### src/design/bpx_pkg.sv
// Package: opcodes, bit map limits and widths for the bit and move executor
package bpx_pkg;
   localparam int unsigned DATA_W = 8;
   localparam int unsigned ADDR_W = 16;
   // Operation codes presented on op_i
   typedef enum logic [4:0] {
      BPX_NOP        = 5'h00,
      BPX_XRD_IDX    = 5'h01,
      BPX_XWR_IDX    = 5'h02,
      BPX_XRD_DATA_POINTER   = 5'h03,
      BPX_XWR_DATA_POINTER   = 5'h04,
      BPX_CRD_DATA_POINTER   = 5'h05,
      BPX_CRD_PC     = 5'h06,
      BPX_AND_C      = 5'h07,
      BPX_ANDN_C     = 5'h08,
      BPX_OR_C       = 5'h09,
      BPX_ORN_C      = 5'h0A,
      BPX_MOV_TO_C   = 5'h0B,
      BPX_MOV_FROM_C = 5'h0C,
      BPX_CLR_C      = 5'h0D,
      BPX_CLR_BIT    = 5'h0E,
      BPX_SET_C      = 5'h0F,
      BPX_SET_BIT    = 5'h10,
      BPX_CPL_C      = 5'h11,
      BPX_CPL_BIT    = 5'h12,
      BPX_JMP_C      = 5'h13,
      BPX_JMP_NC     = 5'h14,
      BPX_JMP_B      = 5'h15,
      BPX_JMP_NB     = 5'h16,
      BPX_JMP_BC     = 5'h17,
      BPX_XCH        = 5'h18,
      BPX_XCH_LO     = 5'h19,
      BPX_SWAP       = 5'h1A
   } bpx_op_t;
   localparam logic [7:0] SFR_BIT_BASE = 8'h80;
   localparam logic [7:0] STATUS_WORD_ADDR = 8'hD0;
   localparam logic [7:0] RAM_BIT_BYTE_BASE = 8'h20;
   localparam int unsigned CARRY_POS = 7;
   localparam int unsigned RAM_BITS = 128;
endpackage : bpx_pkg

### src/design/bpx_exec.sv
// Executor for external moves, constant reads, bit ops and bit branches
`timescale 1ns/1ps
module bpx_exec (
   input wire logic mclk_i,
   input wire logic rst_n_i,
   input wire logic start_i,
   input wire logic [4:0] op_i,
   input wire logic [7:0] bit_addr_i,
   input wire logic [7:0] rel_i,
   input wire logic [15:0] next_pc_i,
   input wire logic [15:0] data_pointer_i,
   input wire logic [7:0] index_reg_i,
   input wire logic [7:0] acc_i,
   input wire logic [7:0] psw_i,
   input wire logic [7:0] sfr_byte_i,
   input wire logic [7:0] ram_byte_i,
   input wire logic [7:0] xdata_rdata_i,
   input wire logic [7:0] code_rdata_i,
   output logic busy_o,
   output logic done_o,
   output logic [7:0] acc_o,
   output logic acc_we_o,
   output logic [7:0] psw_o,
   output logic psw_we_o,
   output logic [15:0] pc_o,
   output logic pc_we_o,
   output logic [7:0] byte_addr_o,
   output logic [7:0] byte_wdata_o,
   output logic sfr_we_o,
   output logic ram_we_o,
   output logic [15:0] xdata_addr_o,
   output logic [7:0] xdata_wdata_o,
   output logic xdata_rd_o,
   output logic xdata_wr_o,
   output logic [15:0] code_addr_o,
   output logic code_rd_o
);
   typedef enum logic [1:0] {
      BPX_IDLE,
      BPX_FETCH,
      BPX_FINISH
   } bpx_state_t;

   // Byte that holds a given bit: RAM page or bit-addressable register
   function automatic logic [7:0] bpx_byte_of(input logic [7:0] ba);
      if (ba < bpx_pkg::SFR_BIT_BASE) begin
         return bpx_pkg::RAM_BIT_BYTE_BASE + {4'h0, ba[6:3]};
      end
      return {ba[7:3], 3'h0};
   endfunction : bpx_byte_of

   bpx_state_t state;
   bpx_state_t next_state;
   bpx_pkg::bpx_op_t op;
   bpx_pkg::bpx_op_t next_op;
   logic [7:0] bit_addr;
   logic [7:0] next_bit_addr;
   logic busy, next_busy, done, next_done;
   logic [7:0] acc, next_acc;
   logic acc_we, next_acc_we;
   logic [7:0] program_status_word, next_psw;
   logic psw_we, next_psw_we;
   logic [15:0] pc, next_pc;
   logic pc_we, next_pc_we;
   logic [7:0] byte_addr, next_byte_addr;
   logic [7:0] byte_wdata, next_byte_wdata;
   logic sfr_we, next_sfr_we, ram_we, next_ram_we;
   logic [15:0] xaddr, next_xaddr;
   logic [7:0] xwdata, next_xwdata;
   logic xrd, next_xrd, xwr, next_xwr;
   logic [15:0] caddr, next_caddr;
   logic crd, next_crd;

   // Operand bit and its containing byte, both decoded from the direct address
   logic [7:0] src_byte;
   logic is_psw;
   logic bitv;
   logic carry;
   logic newbit;
   logic write_bit;
   logic taken;
   logic [7:0] wb;

   always_comb begin
      next_state = state;
      next_op = op;
      next_bit_addr = bit_addr;
      next_busy = busy;
      next_done = 1'b0;
      next_acc = acc;
      next_acc_we = 1'b0;
      next_psw = program_status_word;
      next_psw_we = 1'b0;
      next_pc = pc;
      next_pc_we = 1'b0;
      next_byte_addr = byte_addr;
      next_byte_wdata = byte_wdata;
      next_sfr_we = 1'b0;
      next_ram_we = 1'b0;
      next_xaddr = xaddr;
      next_xwdata = xwdata;
      next_xrd = 1'b0;
      next_xwr = 1'b0;
      next_caddr = caddr;
      next_crd = 1'b0;
      is_psw = bpx_byte_of(bit_addr) == bpx_pkg::STATUS_WORD_ADDR;
      src_byte = bit_addr < bpx_pkg::SFR_BIT_BASE ? ram_byte_i
                 : (is_psw ? psw_i : sfr_byte_i);
      bitv = src_byte[bit_addr[2:0]];
      carry = psw_i[bpx_pkg::CARRY_POS];
      newbit = bitv;
      write_bit = 1'b0;
      taken = 1'b0;
      wb = src_byte;
      unique case (state)
         BPX_IDLE: begin
            if (start_i) begin
               next_op = bpx_pkg::bpx_op_t'(op_i);
               next_bit_addr = bit_addr_i;
               next_byte_addr = bpx_byte_of(bit_addr_i);
               next_busy = 1'b1;
               next_state = BPX_FETCH;
               unique case (bpx_pkg::bpx_op_t'(op_i))
                  bpx_pkg::BPX_XRD_IDX, bpx_pkg::BPX_XWR_IDX,
                  bpx_pkg::BPX_XCH, bpx_pkg::BPX_XCH_LO: begin
                     next_byte_addr = index_reg_i;
                     next_xaddr = {8'h00, index_reg_i};
                  end
                  default: begin
                     next_xaddr = data_pointer_i;
                  end
               endcase
               next_xwdata = acc_i;
               next_xrd = op_i == bpx_pkg::BPX_XRD_IDX
                          || op_i == bpx_pkg::BPX_XRD_DATA_POINTER;
               next_xwr = op_i == bpx_pkg::BPX_XWR_IDX
                          || op_i == bpx_pkg::BPX_XWR_DATA_POINTER;
               // Only a read strobe exists toward program memory
               next_caddr = op_i == bpx_pkg::BPX_CRD_PC
                  ? next_pc_i + {8'h00, acc_i}
                  : data_pointer_i + {8'h00, acc_i};
               next_crd = op_i == bpx_pkg::BPX_CRD_PC
                          || op_i == bpx_pkg::BPX_CRD_DATA_POINTER;
            end
         end
         BPX_FETCH: begin
            // Memory answers one cycle after its strobe
            next_state = BPX_FINISH;
         end
         BPX_FINISH: begin
            next_state = BPX_IDLE;
            next_busy = 1'b0;
            next_done = 1'b1;
            next_psw = psw_i;
            unique case (op)
               bpx_pkg::BPX_XRD_IDX, bpx_pkg::BPX_XRD_DATA_POINTER: begin
                  next_acc = xdata_rdata_i;
                  next_acc_we = 1'b1;
               end
               bpx_pkg::BPX_CRD_DATA_POINTER, bpx_pkg::BPX_CRD_PC: begin
                  next_acc = code_rdata_i;
                  next_acc_we = 1'b1;
               end
               bpx_pkg::BPX_AND_C: next_psw[bpx_pkg::CARRY_POS] = carry & bitv;
               bpx_pkg::BPX_ANDN_C: next_psw[bpx_pkg::CARRY_POS] = carry & ~bitv;
               bpx_pkg::BPX_OR_C: next_psw[bpx_pkg::CARRY_POS] = carry | bitv;
               bpx_pkg::BPX_ORN_C: next_psw[bpx_pkg::CARRY_POS] = carry | ~bitv;
               bpx_pkg::BPX_MOV_TO_C: next_psw[bpx_pkg::CARRY_POS] = bitv;
               bpx_pkg::BPX_CLR_C: next_psw[bpx_pkg::CARRY_POS] = 1'b0;
               bpx_pkg::BPX_SET_C: next_psw[bpx_pkg::CARRY_POS] = 1'b1;
               bpx_pkg::BPX_CPL_C: next_psw[bpx_pkg::CARRY_POS] = ~carry;
               bpx_pkg::BPX_MOV_FROM_C: begin
                  newbit = carry;
                  write_bit = 1'b1;
               end
               bpx_pkg::BPX_CLR_BIT: begin
                  newbit = 1'b0;
                  write_bit = 1'b1;
               end
               bpx_pkg::BPX_SET_BIT: begin
                  newbit = 1'b1;
                  write_bit = 1'b1;
               end
               bpx_pkg::BPX_CPL_BIT: begin
                  newbit = ~bitv;
                  write_bit = 1'b1;
               end
               bpx_pkg::BPX_JMP_C: taken = carry;
               bpx_pkg::BPX_JMP_NC: taken = ~carry;
               bpx_pkg::BPX_JMP_B: taken = bitv;
               bpx_pkg::BPX_JMP_NB: taken = ~bitv;
               bpx_pkg::BPX_JMP_BC: begin
                  taken = bitv;
                  newbit = 1'b0;
                  write_bit = bitv;
               end
               bpx_pkg::BPX_XCH: begin
                  next_acc = ram_byte_i;
                  next_acc_we = 1'b1;
                  next_byte_wdata = acc_i;
                  next_ram_we = 1'b1;
               end
               bpx_pkg::BPX_XCH_LO: begin
                  next_acc = {acc_i[7:4], ram_byte_i[3:0]};
                  next_acc_we = 1'b1;
                  next_byte_wdata = {ram_byte_i[7:4], acc_i[3:0]};
                  next_ram_we = 1'b1;
               end
               bpx_pkg::BPX_SWAP: begin
                  next_acc = {acc_i[3:0], acc_i[7:4]};
                  next_acc_we = 1'b1;
               end
               default: begin
               end
            endcase
            wb[bit_addr[2:0]] = newbit;
            if (write_bit) begin
               // Read-modify-write touches only the addressed bit
               if (is_psw) begin
                  next_psw = wb;
               end else if (bit_addr < bpx_pkg::SFR_BIT_BASE) begin
                  next_byte_wdata = wb;
                  next_ram_we = 1'b1;
               end else begin
                  next_byte_wdata = wb;
                  next_sfr_we = 1'b1;
               end
            end
            next_psw_we = next_psw != psw_i;
            // Untaken leaves the counter at the following instruction
            next_pc = next_pc_i + {{8{rel_i[7]}}, rel_i};
            next_pc_we = taken;
         end
         default: begin
            next_state = BPX_IDLE;
            next_busy = 1'b0;
         end
      endcase
   end

   always_ff @(posedge mclk_i) begin
      if (!rst_n_i) begin
         state <= BPX_IDLE;
         op <= bpx_pkg::BPX_NOP;
         bit_addr <= 8'h00;
         busy <= 1'b0;
         done <= 1'b0;
         acc <= 8'h00;
         acc_we <= 1'b0;
         program_status_word <= 8'h00;
         psw_we <= 1'b0;
         pc <= 16'h0000;
         pc_we <= 1'b0;
         byte_addr <= 8'h00;
         byte_wdata <= 8'h00;
         sfr_we <= 1'b0;
         ram_we <= 1'b0;
         xaddr <= 16'h0000;
         xwdata <= 8'h00;
         xrd <= 1'b0;
         xwr <= 1'b0;
         caddr <= 16'h0000;
         crd <= 1'b0;
      end else begin
         state <= next_state;
         op <= next_op;
         bit_addr <= next_bit_addr;
         busy <= next_busy;
         done <= next_done;
         acc <= next_acc;
         acc_we <= next_acc_we;
         program_status_word <= next_psw;
         psw_we <= next_psw_we;
         pc <= next_pc;
         pc_we <= next_pc_we;
         byte_addr <= next_byte_addr;
         byte_wdata <= next_byte_wdata;
         sfr_we <= next_sfr_we;
         ram_we <= next_ram_we;
         xaddr <= next_xaddr;
         xwdata <= next_xwdata;
         xrd <= next_xrd;
         xwr <= next_xwr;
         caddr <= next_caddr;
         crd <= next_crd;
      end
   end

   assign busy_o = busy;
   assign done_o = done;
   assign acc_o = acc;
   assign acc_we_o = acc_we;
   assign psw_o = program_status_word;
   assign psw_we_o = psw_we;
   assign pc_o = pc;
   assign pc_we_o = pc_we;
   assign byte_addr_o = byte_addr;
   assign byte_wdata_o = byte_wdata;
   assign sfr_we_o = sfr_we;
   assign ram_we_o = ram_we;
   assign xdata_addr_o = xaddr;
   assign xdata_wdata_o = xwdata;
   assign xdata_rd_o = xrd;
   assign xdata_wr_o = xwr;
   assign code_addr_o = caddr;
   assign code_rd_o = crd;
endmodule : bpx_exec

### config.mk
export PLATFORM = sky130hd
export DESIGN_NAME = bpx_exec
export DESIGN_NICKNAME = d
export VERILOG_FILES = /design/src/design/bpx_pkg.sv /design/src/design/bpx_exec.sv
export SDC_FILE = /design/constraint.sdc
export NUM_CORES = 1
export LEC_CHECK = 0
export ABC_AREA = 1
export BUFFER_PORTS_ARGS = -buffer_cell sky130_fd_sc_hd__buf_2
export CAP_MARGIN = 20
export CORE_MARGIN = 2
export CORE_UTILIZATION = 55
export DETAILED_ROUTE_END_ITERATION = 8
export GPL_ROUTABILITY_DRIVEN = 0
export MAX_ROUTING_LAYER = met4
export PLACE_DENSITY = 0.87
export SYNTH_ARGS = -nofsm -noshare
export SYNTH_HDL_FRONTEND = slang
export SYNTH_SLANG_ARGS = --single-unit
### constraint.sdc
create_clock -name mclk_i -period 8.26 [get_ports mclk_i]
set_input_delay 1.239 -clock mclk_i [delete_from_list [all_inputs] [get_ports mclk_i]]
set_output_delay 1.239 -clock mclk_i [all_outputs]
set_load 0.02 [all_outputs]
==> Yosys cells after proc, flatten, opt, wreduce, memory -nomap -nowiden <==
Index checks and enable logic that the tools add are counted.
{ "classes": {"magnitude_cmp": 4, "n_bitwise": 10, "n_div": 0, "muxes": 42, "n_shift": 0, "multipliers": 0, "addsub": 5, "n_reduce_logical": 20, "eq_ne": 37} }
{ "op_table": {"columns": ["operator", "n"], "rows": [
  ["8-bit 2-to-1 mux", 12],
  ["5-bit == test (second input constant)", 13],
  ["5-bit by 4-bit == test with 1-bit output (second input constant)", 8],
  ["8-bit one-hot mux with 5 select lines", 1],
  ["16-bit by 8-bit adder with 16-bit output", 2],
  ["16-bit 2-to-1 mux", 2],
  ["5-bit by 3-bit == test with 1-bit output (second input constant)", 6],
  ["16-bit adder", 1],
  ["8-bit less-than comparator (second input constant)", 2],
  ["1-bit 2-to-1 mux", 16],
  ["8-bit one-hot mux with 2 select lines", 1],
  ["5-bit by 2-bit == test with 1-bit output (second input constant)", 3],
  ["6-bit by 4-bit adder with 7-bit output (first input constant)", 2],
  ["4-bit OR reduction", 3],
  ["5-bit by 1-bit == test with 1-bit output (second input constant)", 2],
  ["2-bit OR reduction", 5],
  ["8-bit bitwise mux", 1],
  ["8-bit == test (second input constant)", 1],
  ["8-bit inequality test", 1],
  ["1-bit one-hot mux with 4 select lines", 2],
  ["1-bit one-hot mux with 8 select lines", 1],
  ["2-bit AND reduction", 4],
  ["7-bit OR reduction", 1],
  ["1-bit NOT", 6],
  ["17 further kinds", 22]
]} }
{ "word_totals": {"latchBits": 0, "output_inout_bits": 98, "mem_count": 0, "reg_bits": 113, "mem_bits_rw": 0, "rom_bits": 0, "word_cells": 139, "input_bits": 112} }

==> Longest topological paths before layout <==
Gate-level depths: netlist of run 1.
{ "logic_depth": {"ltp_word": 16, "ltp_mapped": 23, "mapped_depth_nobuf": 20} }

==> Worst setup path after synthesis of run 1 <==
OpenSTA, ideal clock, no wires.
{ "synth_timing": {"path_type": "input-to-reg", "start": "input port op_i[2]", "end": "register caddr[12], in the netlist code_addr_o[12]", "t_required_ns": 8.145, "stages": 20, "setup_time_ns": 0.115, "setup_slack_ns": 4.104, "path_buffers": 3, "arrival_time_ns": 4.040, "path_cell_list": "inv_1 nor2_1 nand3_1 buf_2 buf_1 clkbuf_1 a21oi_1 ha_1 fa_1 nand3_1 nand2_1 a21oi_1 o21bai_1 a21oi_1 inv_1 a21oi_1 nor2_1 xor2_1 o21ai_0 inv_1"} }
{ "synth_via": {"elab_chain_len": 2} }
{ "synth_lines": {"columns": ["item", "line", "text"], "rows": [
  ["from (decl)", "bpx_exec.sv:7", "input wire logic [4:0] op_i,"],
  ["5-bit by 3-bit == test with 1-bit output", "bpx_exec.sv:139", "next_caddr = op_i == bpx_pkg::BPX_CRD_PC"],
  ["16-bit 2-to-1 mux", "bpx_exec.sv:140", "? next_pc_i + {8'h00, acc_i}"],
  ["to (signal assigned)", "bpx_exec.sv:284", "caddr <= next_caddr;"],
  ["to (decl)", "bpx_exec.sv:71", "logic [15:0] caddr, next_caddr;"]
]} }
Every way passes these cells.
A chain may end at the register's enable or synchronous reset.

==> Worst setup path after layout of run 1 <==
{ "layout_timing": {"start": "input port op_i[2]", "end": "register caddr[15], in the netlist code_addr_o[15]"} }
Same word-level chain as after synthesis.

==> results.json, run 1 <==
{
  "outcome": "finished clean",
  "share_of_layout_cells_above_drive_strength_1_pct": 23.98,
  "max-vdd-ir-drop_uv": 174.5,
  "port_buffers": 209,
  "core_um2": 11960,
  "critical_path_buf_inv_count": 4,
  "max_slew_margin_pct": 43.85,
  "cp_cell_sequence": "buf_2 -> inv_1 -> nor2_1 -> nand3_1 -> buf_4 -> o21ai_0 -> ha_1 -> nand3_1 -> nand2_1 -> a21oi_1 -> o21bai_1 -> a21oi_1 -> o21bai_1 -> nand2_1 -> nand2_1 -> nand2_1 -> nor2_1 -> or2_2 -> nand3_1 -> o211ai_1 -> inv_1",
  "setup_viol": 0,
  "layout.core_utilization_pct": 69.69,
  "route.antenna.remaining_nets": 0,
  "cp-start-kind": "input port",
  "total_power_of_the_final_layout_mw": 1.610,
  "leakagePower_nw": 4.444,
  "tritoncts": "built",
  "vias": 7465,
  "worst_setup_path_startpoint": "op_i[2]",
  "critical_path_arrival_ps": 4060,
  "insertion_delay_ps": 420,
  "synthTopCellsByArea": "dfxtp_1, nand2_1, a21oi_1",
  "placementRows": 40,
  "yosys.area.top_type_share_pct": 33.57,
  "clk_pin_slew_ps": 60,
  "grt_pass1_wl_mm": 33.42,
  "post_route_wl_mm": 21.34,
  "netlist_area_before_placement_um2": 6739,
  "dp_cells": 1315,
  "numCtsBuffers": 17,
  "floorplan.initialDensity_pct": 56.34,
  "multi_input_area_um2": 3734,
  "power.density_nw_per_um2": 193.2,
  "timing.final.ws_setup_ps": 4558,
  "cts-root-buf": "clkbuf_16",
  "post_synth_num_cell_types": 45,
  "dp_worst_setup_slack_ps": 4139,
  "part_of_the_yosys_area_used_for_sequential_elements_pct": 33.57,
  "synth_cells": 993,
  "path_class": "input port to flop",
  "skew_ps": 6.847,
  "instances_no_fill": 1344,
  "grt_start_max_net_pins": 74,
  "syn_nets": 1130,
  "cts.repair.resized": 0,
  "number_of_antenna_violations_at_the_first_check_in_global_routing": 0,
  "crit-reg2reg-launch": "bit_addr[7]",
  "cp_top_family": "simple AND/OR/NAND/NOR gates",
  "grt_setup_unrepaired": "false",
  "ys.flop_type": "dfxtp_1",
  "die_area_um2": 13150,
  "crit_slowest_cell": "o21ai_0",
  "viasPerCell": 5.554,
  "worst_ep_required_time_ps": 8620,
  "cp-end-kind": "flop",
  "yosys_register_bits": 113,
  "fillCellCount": 1044,
  "worstPathMaxFanout": 29,
  "ys.warnings.count": 0,
  "netlist.top_cell.by_area": "dfxtp_1",
  "area_growth_syn_to_layout_pct": 23.69,
  "grt_pass1_vias": 6895,
  "max_slew.worst_pin.slew_ps": 841.1,
  "drt_iter0_markers": 700,
  "h-tree-depth": 4,
  "place_hpwl_mm": 15.88,
  "timing_hold_violations_final": 0,
  "final.period_utilization_pct": 44.82,
  "critPathMostFrequentCell": "nand2_1",
  "asyncSetResetFlopFracSynth_pct": 0,
  "dr.pass1.iters": 6,
  "slew_violations": 0,
  "critical-path-max-stage-delay_ps": 350,
  "worstHoldPathType": "flop to flop",
  "syn_avg_cell_area_um2": 6.786,
  "grt_remaining_overflow": 0,
  "num_io_pins": 210,
  "drc": 0,
  "antennaDiodeCount": 0,
  "fmaxAchievable_ghz": 0.2701,
  "post_cts_hold_buffer_count": 0,
  "die_h_um": 114.7,
  "period_needed_ps": 3702,
  "post_drt_wl_per_cell_um": 15.88,
  "cts_sinks": 113,
  "seq_area_um2": 2262,
  "final.setup.tns_ps": 0,
  "fin_nets": 1324,
  "synth_edf_count": 0,
  "worstHoldStart": "state[1]",
  "die-width_um": 114.7,
  "clock_path_buffers": 2,
  "cap_violations": 0,
  "post_cts_setup_bufs": 0,
  "grt_util_all_layers_pct": 33.46
}
-- metrics by stage --
stage | hold slack (ps) | cell area [µm²]
after global placement | 426.2 | 7823
after floorplan | 411.3 | 6739
after CTS | 447.2 | 8335
after detailed placement | 435.4 | 7823
final | 453.2 | 8335
after global routing | 474.9 | 8335
-- power breakdown --
part | internal [mW] | switching [mW] | leakage [nW]
Sequential | 0.582 | 0.0237 | 0.928
Combinational | 0.124 | 0.235 | 3.27
Clock | 0.398 | 0.247 | 0.251
Total | 1.10 | 0.506 | 4.44
-- synthesized netlist by cell type, types with 9 or more instances --
master and number:
dfxtp_1 113, inv_1 140, or2_2 11, nand2_1 152, o221ai_1 16, nor3_1 11
xor2_1 18, nor2_1 121, nand3_1 44, a221oi_1 9, o21ai_0 95, clkbuf_1 24
ha_1 23, a21oi_1 112
-- cells by family after synthesis --
logic type,Yosys count,synth area share (%)
adder cells (fa/ha/maj),25,4.865
multiplexers,4,0.6498
flip-flops,113,33.57
AO/OA/AOI/OAI,269,22.50
AND/OR/NAND/NOR,372,24.36
XOR/XNOR,23,2.989
buffers and inverters,187,11.07
-- metal layers --
metal  GRT usage [%]  share of wire, %
met1           41.37                41
met2           52.86                46
met3           6.247               8.3
met4           15.98               4.3
met5               -                 0
-- path summary, 6_finish.rpt --
check                                       end  slack, ps  cells past startpoint
worst min register to register         state[1]        450                      1
worst min-delay path                   state[1]        450                      1
worst max-delay path            code_addr_o[15]       4560                     21
worst max register to register         psw_we_o       5010                     17
-- cell type report --
class                   instances  area share, %
clock buffers                  23          5.734
clock inverters                 6         0.4203
inverters                     147          6.620
multi-input cells             693          44.79
flip-flops and latches        113          27.14
well taps                     147          2.207
repair buffers                215          13.09
-- flip-flops by register name (all words and copies together), names as in the netlist --
register       flops
acc_o              8
acc_we_o           1
bit_addr           8
busy_o             1
byte_addr_o        8
byte_wdata_o       8
code_addr_o       16
code_rd_o          1
done_o             1
op                 5
pc_o              16
pc_we_o            1
psw_o              8
psw_we_o           1
ram_we_o           1
sfr_we_o           1
state              2
xdata_addr_o      16
xdata_rd_o         1
xdata_wdata_o      8
xdata_wr_o         1
-- cell usage in the layout, fill, tap and decap left out, drive strengths merged, types with 5 or more instances in the layout --
cell type	instances
a21oi	113
clkbuf	23
nand4	5
clkinv	6
xnor2	5
nor2	128
o21ai	99
ha	23
nand3	47
o221ai	16
a221oi	9
dfxtp	113
nor3	11
o211ai	8
xor2	18
or2	11
buf	215
nand3b	7
o22ai	8
inv	145
nand2	163
No activity file was read; power rests on OpenSTA's default activity.
==> run 2, diff against run 1 <==
ABC_AREA = 0   (was 1)
CORE_UTILIZATION = 52   (was 55)
PLACE_DENSITY = 0.83   (was 0.87)
clock period = 3.5 ns   (was 8.26 ns; I/O delays follow)
==> run 2 against run 1 <==
Register-to-register slack worse by 4900 ps. Power rose to 2.6 times the previous value. Critical path depth down 9. Wire length down 1.7%. Die area up 5.4%. Sequential power up 130%. Via count down 5.6%. Global-route usage down 2.6 points. Combinational power up 130%. Flip-flop and latch count unchanged. Critical path type is now flop to flop.
==> results.json, run 2 <==
{
  "dp_cells": 1186,
  "h-tree-depth": 4,
  "timing.final.ws_setup_ps": 144.3,
  "synth.mux.area_fraction_pct": 6.637,
  "timing.reg2reg.worst_path_depth": 12,
  "viasPerCell": 5.779,
  "dp_worst_setup_slack_ps": -73.00,
  "netlist.top_cell.by_area": "dfxtp_1",
  "die_area_um2": 13870,
  "grt_setup_unrepaired": "false",
  "slew_violations": 0,
  "cp-end-kind": "flop",
  "syn_nets": 977,
  "crit_slowest_cell": "a2111oi_4",
  "grt_pass1_vias": 6672,
  "crit-reg2reg-launch": "bit_addr[5]",
  "synth_xor_area_share_pct": 3.904,
  "insertion_delay_ps": 430,
  "worst_setup_path_startpoint": "bit_addr[5]",
  "outcome": "finished clean",
  "grt_start_max_net_pins": 84,
  "dr.pass1.iters": 7,
  "netlist_area_before_placement_um2": 6730,
  "num_io_pins": 210,
  "worst-r2r-setup-slack_ps": 140,
  "route.antenna.remaining_nets": 0,
  "period_needed_ps": 3356,
  "share_of_layout_cells_above_drive_strength_1_pct": 28.72,
  "reg2reg_to": "psw_we_o",
  "max-vdd-ir-drop_uv": 354.0,
  "holdPathEnd": "bit_addr[2]",
  "instances_no_fill": 1220,
  "die_h_um": 117.8,
  "syn_avg_cell_area_um2": 8.012,
  "leakagePower_nw": 3.984,
  "place_hpwl_mm": 15.10,
  "fmaxAchievable_ghz": 0.2980,
  "placementRows": 41,
  "synth_cells": 840,
  "tritoncts": "built",
  "synth-simple-area-share_pct": 22.36,
  "asyncSetResetFlopFracSynth_pct": 0,
  "setup_viol": 0,
  "critical-path-max-stage-delay_ps": 500,
  "grt_pass1_wl_mm": 33.25,
  "synth.most_common_cell": "nand2_1",
  "synth_top_family_by_area": "compound AO/OA/AOI/OAI gates",
  "timing_hold_violations_final": 0,
  "clk_pin_slew_ps": 60,
  "grt_remaining_overflow": 0,
  "max_slew_margin_pct": 34.15,
  "ys.flop_type": "dfxtp_1",
  "yosys.area.top_type_share_pct": 33.61,
  "worstHoldPathType": "input port to flop",
  "final.period_utilization_pct": 95.88,
  "core_um2": 12620,
  "number_of_antenna_violations_at_the_first_check_in_global_routing": 0,
  "cp_cell_sequence": "and4bb_2 -> buf_4 -> mux2i_1 -> o2111a_1 -> a2111oi_4 -> nand2_2 -> nor3b_1 -> nor4_1 -> nor3_1 -> xor2_1 -> o211a_1 -> a31o_1",
  "floorplan.initialDensity_pct": 53.33,
  "die-width_um": 117.8,
  "synth.top_cells.by_count": "nand2_1, dfxtp_1, nor2_1",
  "post_drt_wl_per_cell_um": 17.20,
  "drt_iter0_markers": 538,
  "post_route_wl_mm": 20.98,
  "max_slew.worst_pin.slew_ps": 984.3,
  "cts_sinks": 113,
  "layout_common_cells": "buf_2, nand2_1, dfxtp_1, nor2_1, a21oi_1",
  "cap_violations": 0,
  "clock_path_buffers": 2,
  "worstHoldStart": "bit_addr_i[2]",
  "worst_ep_required_time_ps": 3820,
  "area_growth_syn_to_layout_pct": 28.56,
  "drc": 0,
  "critical_path_arrival_ps": 3670,
  "antennaDiodeCount": 0,
  "cts-root-buf": "clkbuf_16",
  "cp-start-kind": "flop",
  "yosys.area_share.adder_pct": 4.871,
  "yosys_register_bits": 113,
  "fin_nets": 1172,
  "power.density_nw_per_um2": 488.9,
  "worstHoldPathCells": 3,
  "skew_ps": 11.67,
  "synth_compound_area_share_pct": 24.48,
  "final.setup.tns_ps": 0,
  "path_class": "flop to flop",
  "post_synth_num_cell_types": 71,
  "most_frequent_standard_cell_in_the_layout_excluding_fill_and_tap_cells": "buf_2",
  "port_buffers": 209,
  "vias": 7050,
  "grt_util_all_layers_pct": 30.91,
  "timing.hold.ws_ps": 343.1,
  "synth_edf_count": 0,
  "numCtsBuffers": 17,
  "ys.warnings.count": 0,
  "worstPathMaxFanout": 5,
  "synthTopCellsByArea": "dfxtp_1, nand2_1, ha_1",
  "part_of_the_yosys_area_used_for_sequential_elements_pct": 33.61
}
==> run 2: cell types whose count changed in the layout (fill, tap and decap cells not counted), sizes merged, moves of 10 or more <==
cell    before  now
nor2       128   62
a31oi        3   21
xnor2        5   17
mux2i        1   29
a21oi      113   57
a21boi       2   36
or2         11    1
o221ai      16    0
nand3       47   19
inv        145   15
buf        215  231
o21ai       99   55
and2         0   19
==> run 2: worst max path at each step <==
| stage | endpoint | slack (ps) |
|---|---|---|
| global placement | code_addr_o[8] | -10 |
| finish | psw_we_o | 140 |
| global route | code_addr_o[14] | 5 |
| CTS | psw_we_o | 120 |
| floorplan | code_addr_o[8] | 5 |
| detailed placement | code_addr_o[11] | -70 |
==> run 2: power breakdown <==
group | total (mW) | internal [mW] | switching (mW)
Clock | 2.01 | 1.37 | 0.636
Sequential | 1.41 | 1.36 | 0.0537
Combinational | 0.810 | 0.319 | 0.491
Total | 4.23 | 3.05 | 1.18
==> run 2: logic make-up (layout without fill, tap and decap cells) <==
kind of cell | after synthesis | in the layout
fa+ha+maj | 25 | 25
simple gates | 325 | 325
xor+xnor | 30 | 30
mux | 40 | 40
compound gates | 237 | 237
flops | 113 | 113
buf+inv | 70 | 278
==> run 2: routing by layer <==
layer  vias up  GRT usage (%)  part of all wire, %
met5         -              -                    0
met4         0          14.08                  3.8
met3        75          8.963                  8.2
met2       325          49.89                   48
met1      3290          35.57                   40
li1       3360              -                    -
==> run 2: repair_timing <==
action | CTS | global route
setup endpoints to repair | 0 | 1
resized for setup | 0 | 2
setup buffers | 0 | 2
hold buffers | 0 | 0
==> run 2: worst max-delay path: cells and delay by family, from the launching register on <==
| kind | cells | cell delay [ps] |
|---|---|---|
| multiplexers | 1 | 110 |
| flip-flops | 1 | 310 |
| XOR/XNOR | 1 | 150 |
| buffers and inverters | 1 | 180 |
| AO/OA/AOI/OAI | 4 | 1210 |
| AND/OR/NAND/NOR | 5 | 1280 |
==> run 2: through the flow <==
stage	instance area, µm²	power (mW)	util, %
floorplan	6756	1.956	-
global placement	7940	2.214	62.92
detailed placement	7940	2.225	62.92
CTS	8626	4.224	68.35
global route	8652	4.390	68.56
finish	8652	4.230	68.56
==> run 2: area by class of cell <==
class,instances,area (µm²)
fillers,1054,3968
clock inverters,13,232.7
inverters,15,56.30
well taps,172,215.2
repair buffers,231,1211
multi-input cells,657,4222
clock buffers,19,452.9
flip-flops and latches,113,2262
==> run 3, diff against run 2 <==
CORE_UTILIZATION = 35   (was 52)
PLACE_DENSITY = 0.6   (was 0.83)
RECOVER_POWER = 100   (was not set)
==> run 3 against run 2 <==
The run now ends with capacitance limit, slew limit left. Non-clock buffer count up 8. Via count shrank 4.1%. Fmax is 0.12% higher. Clock power down 3%. Hold slack improved by 13 ps. Clock-buffer cell count unchanged. Wire length increased by 7.9%. Clock skew down 5.4 ps. Combinational power up 1%. Global-route usage decreased by 8.2 points. Final area grew 0.16%. Utilization down 22 points. Critical endpoint is now byte_wdata_o[7].
==> results.json, run 3 (synthesis results as in run 2) <==
{
  "die_area_um2": 20350,
  "drt_iter0_markers": 417,
  "die-width_um": 142.7,
  "core_um2": 18770,
  "grt_pass1_wl_mm": 34.48,
  "share_of_layout_cells_above_drive_strength_1_pct": 19.41,
  "clock_path_buffers": 2,
  "floorplan.initialDensity_pct": 35.86,
  "num_io_pins": 210,
  "top_layer_used": "met4",
  "viasPerCell": 5.221,
  "detailroute.wirelength.met3_mm": 1.667,
  "h-tree-depth": 4,
  "fin_nets": 1180,
  "cts_sinks": 113,
  "max-vdd-ir-drop_uv": 341.8,
  "share_comb_of_total_power_pct": 19.6,
  "setup_viol": 0,
  "cap_violations": 1,
  "die_h_um": 142.7,
  "cp-start-kind": "flop",
  "worst_ep_required_time_ps": 3830,
  "final.setup.tns_ps": 0,
  "cp_cell_sequence": "and4bb_4 -> buf_4 -> mux2i_1 -> o2111a_1 -> a2111oi_4 -> nand2_2 -> o31ai_2 -> a21oi_4 -> a21oi_4 -> buf_4 -> mux2i_1 -> nor2_1 -> nor3_1",
  "layout_common_cells": "nand2_1, dfxtp_1, buf_2, clkbuf_1, nor2_1",
  "number_of_antenna_violations_at_the_first_check_in_global_routing": 5,
  "cp-end-kind": "flop",
  "max_slew_margin_pct": -26.98,
  "critical_path_arrival_ps": 3690,
  "period_needed_ps": 3352,
  "timing.final.ws_setup_ps": 148.2,
  "tritoncts": "built",
  "place_hpwl_mm": 17.14,
  "outcome": "finished with violations",
  "power.internal_mw": 2.981,
  "clk_pin_slew_ps": 60,
  "max_slew.worst_pin.slew_ps": 1904,
  "port_buffers": 209,
  "route.layer.met1.wl_mm": 9.817,
  "switchingPower_mw": 1.197,
  "final.period_utilization_pct": 95.77,
  "numCtsBuffers": 17,
  "crit_slowest_cell": "a2111oi_4",
  "leakagePower_nw": 3.572,
  "post_route_wl_mm": 22.63,
  "worstHoldPathType": "input port to flop",
  "critical-path-max-stage-delay_ps": 490,
  "grt_pass1_vias": 6377,
  "vias": 6761,
  "drc": 0,
  "power.density_nw_per_um2": 482.1,
  "grt_start_max_net_pins": 47,
  "post_cts_hold_buffer_count": 0,
  "slew_violations": 44,
  "cts-root-buf": "clkbuf_16",
  "failing_checks": "capacitance limit, slew limit",
  "fmaxAchievable_ghz": 0.2983,
  "amount_of_wire_on_met2_after_detailed_routing_mm": 10.62,
  "area_growth_syn_to_layout_pct": 28.76,
  "p_clk_share_pct": 46.6,
  "worstPathMaxFanout": 8,
  "swShare_pct": 28.65,
  "insertion_delay_ps": 420,
  "post_drt_wl_per_cell_um": 17.48,
  "path_class": "flop to flop",
  "most_frequent_standard_cell_in_the_layout_excluding_fill_and_tap_cells": "nand2_1",
  "dp_worst_setup_slack_ps": -35.63,
  "route.antenna.remaining_nets": 0,
  "power_frac_seq_pct": 33.8,
  "timing_hold_violations_final": 0,
  "placementRows": 50,
  "grt_remaining_overflow": 0,
  "dr.pass1.iters": 5,
  "skew_ps": 6.310,
  "grt_util_all_layers_pct": 22.69
}
-- run 3: layout make-up --
type,instances,area [µm²]
diodes,5,12.51
well taps,234,292.8
multi-input cells,657,4235
flip-flops and latches,113,2262
clock inverters,13,209.0
fillers,1989,10100
inverters,15,56.30
clock buffers,19,452.9
repair buffers,239,1145
-- run 3: through the flow --
step	std cells	power (mW)	hold WS, ps	cell area (µm²)	util [%]
2_1_floorplan	840	1.956	439.0	6756	-
3_3_place_gp	1254	2.253	436.7	8063	42.96
3_5_place_dp	1254	2.257	440.7	8063	42.96
4_1_cts	1286	4.212	339.1	8725	46.49
5_1_grt	1295	4.368	363.5	8666	46.17
6_report	1295	4.178	356.5	8666	46.17
-- run 3: power groups by stage --
stage	Sequential [mW]	Clock, mW	Combinational, mW
after floorplan	1.49	0	0.466
after detailed placement	1.44	0	0.819
after global placement	1.44	0	0.816
after global routing	1.42	2.04	0.905
final	1.41	1.95	0.818
after CTS	1.41	1.98	0.823
-- run 3: timing repair --
| item | in CTS | in global routing |
|---|---|---|
| buffers inserted | 0 | 4 |
| resized for setup | 0 | 5 |
| endpoints found under the hold margin | 0 | 0 |
| setup endpoints to repair | 0 | 9 |
-- run 3: path summary, 6_finish.rpt --
kind	from	to	slack (ps)	cells past startpoint
min reg2reg	psw_o[5]	psw_o[5]	450	2
max reg2reg	bit_addr[5]	byte_wdata_o[7]	150	13
min	bit_addr_i[1]	bit_addr[1]	360	3
max	bit_addr[5]	byte_wdata_o[7]	150	13
-- run 3: routing by layer --
layer  vias up  global-route usage (%)
li1       3389                       -
met1      3105                   27.33
met2       233                   36.54
met3        34                   6.372
met4         0                   7.869
met5         -                       -
-- run 3: critical path: cells and delay by family (launching register included) --
family                 cells  cell delay, ps
AO/OA/AOI/OAI              5            1610
buffers and inverters      2             330
flip-flops                 1             310
multiplexers               2             280
AND/OR/NAND/NOR            4             750
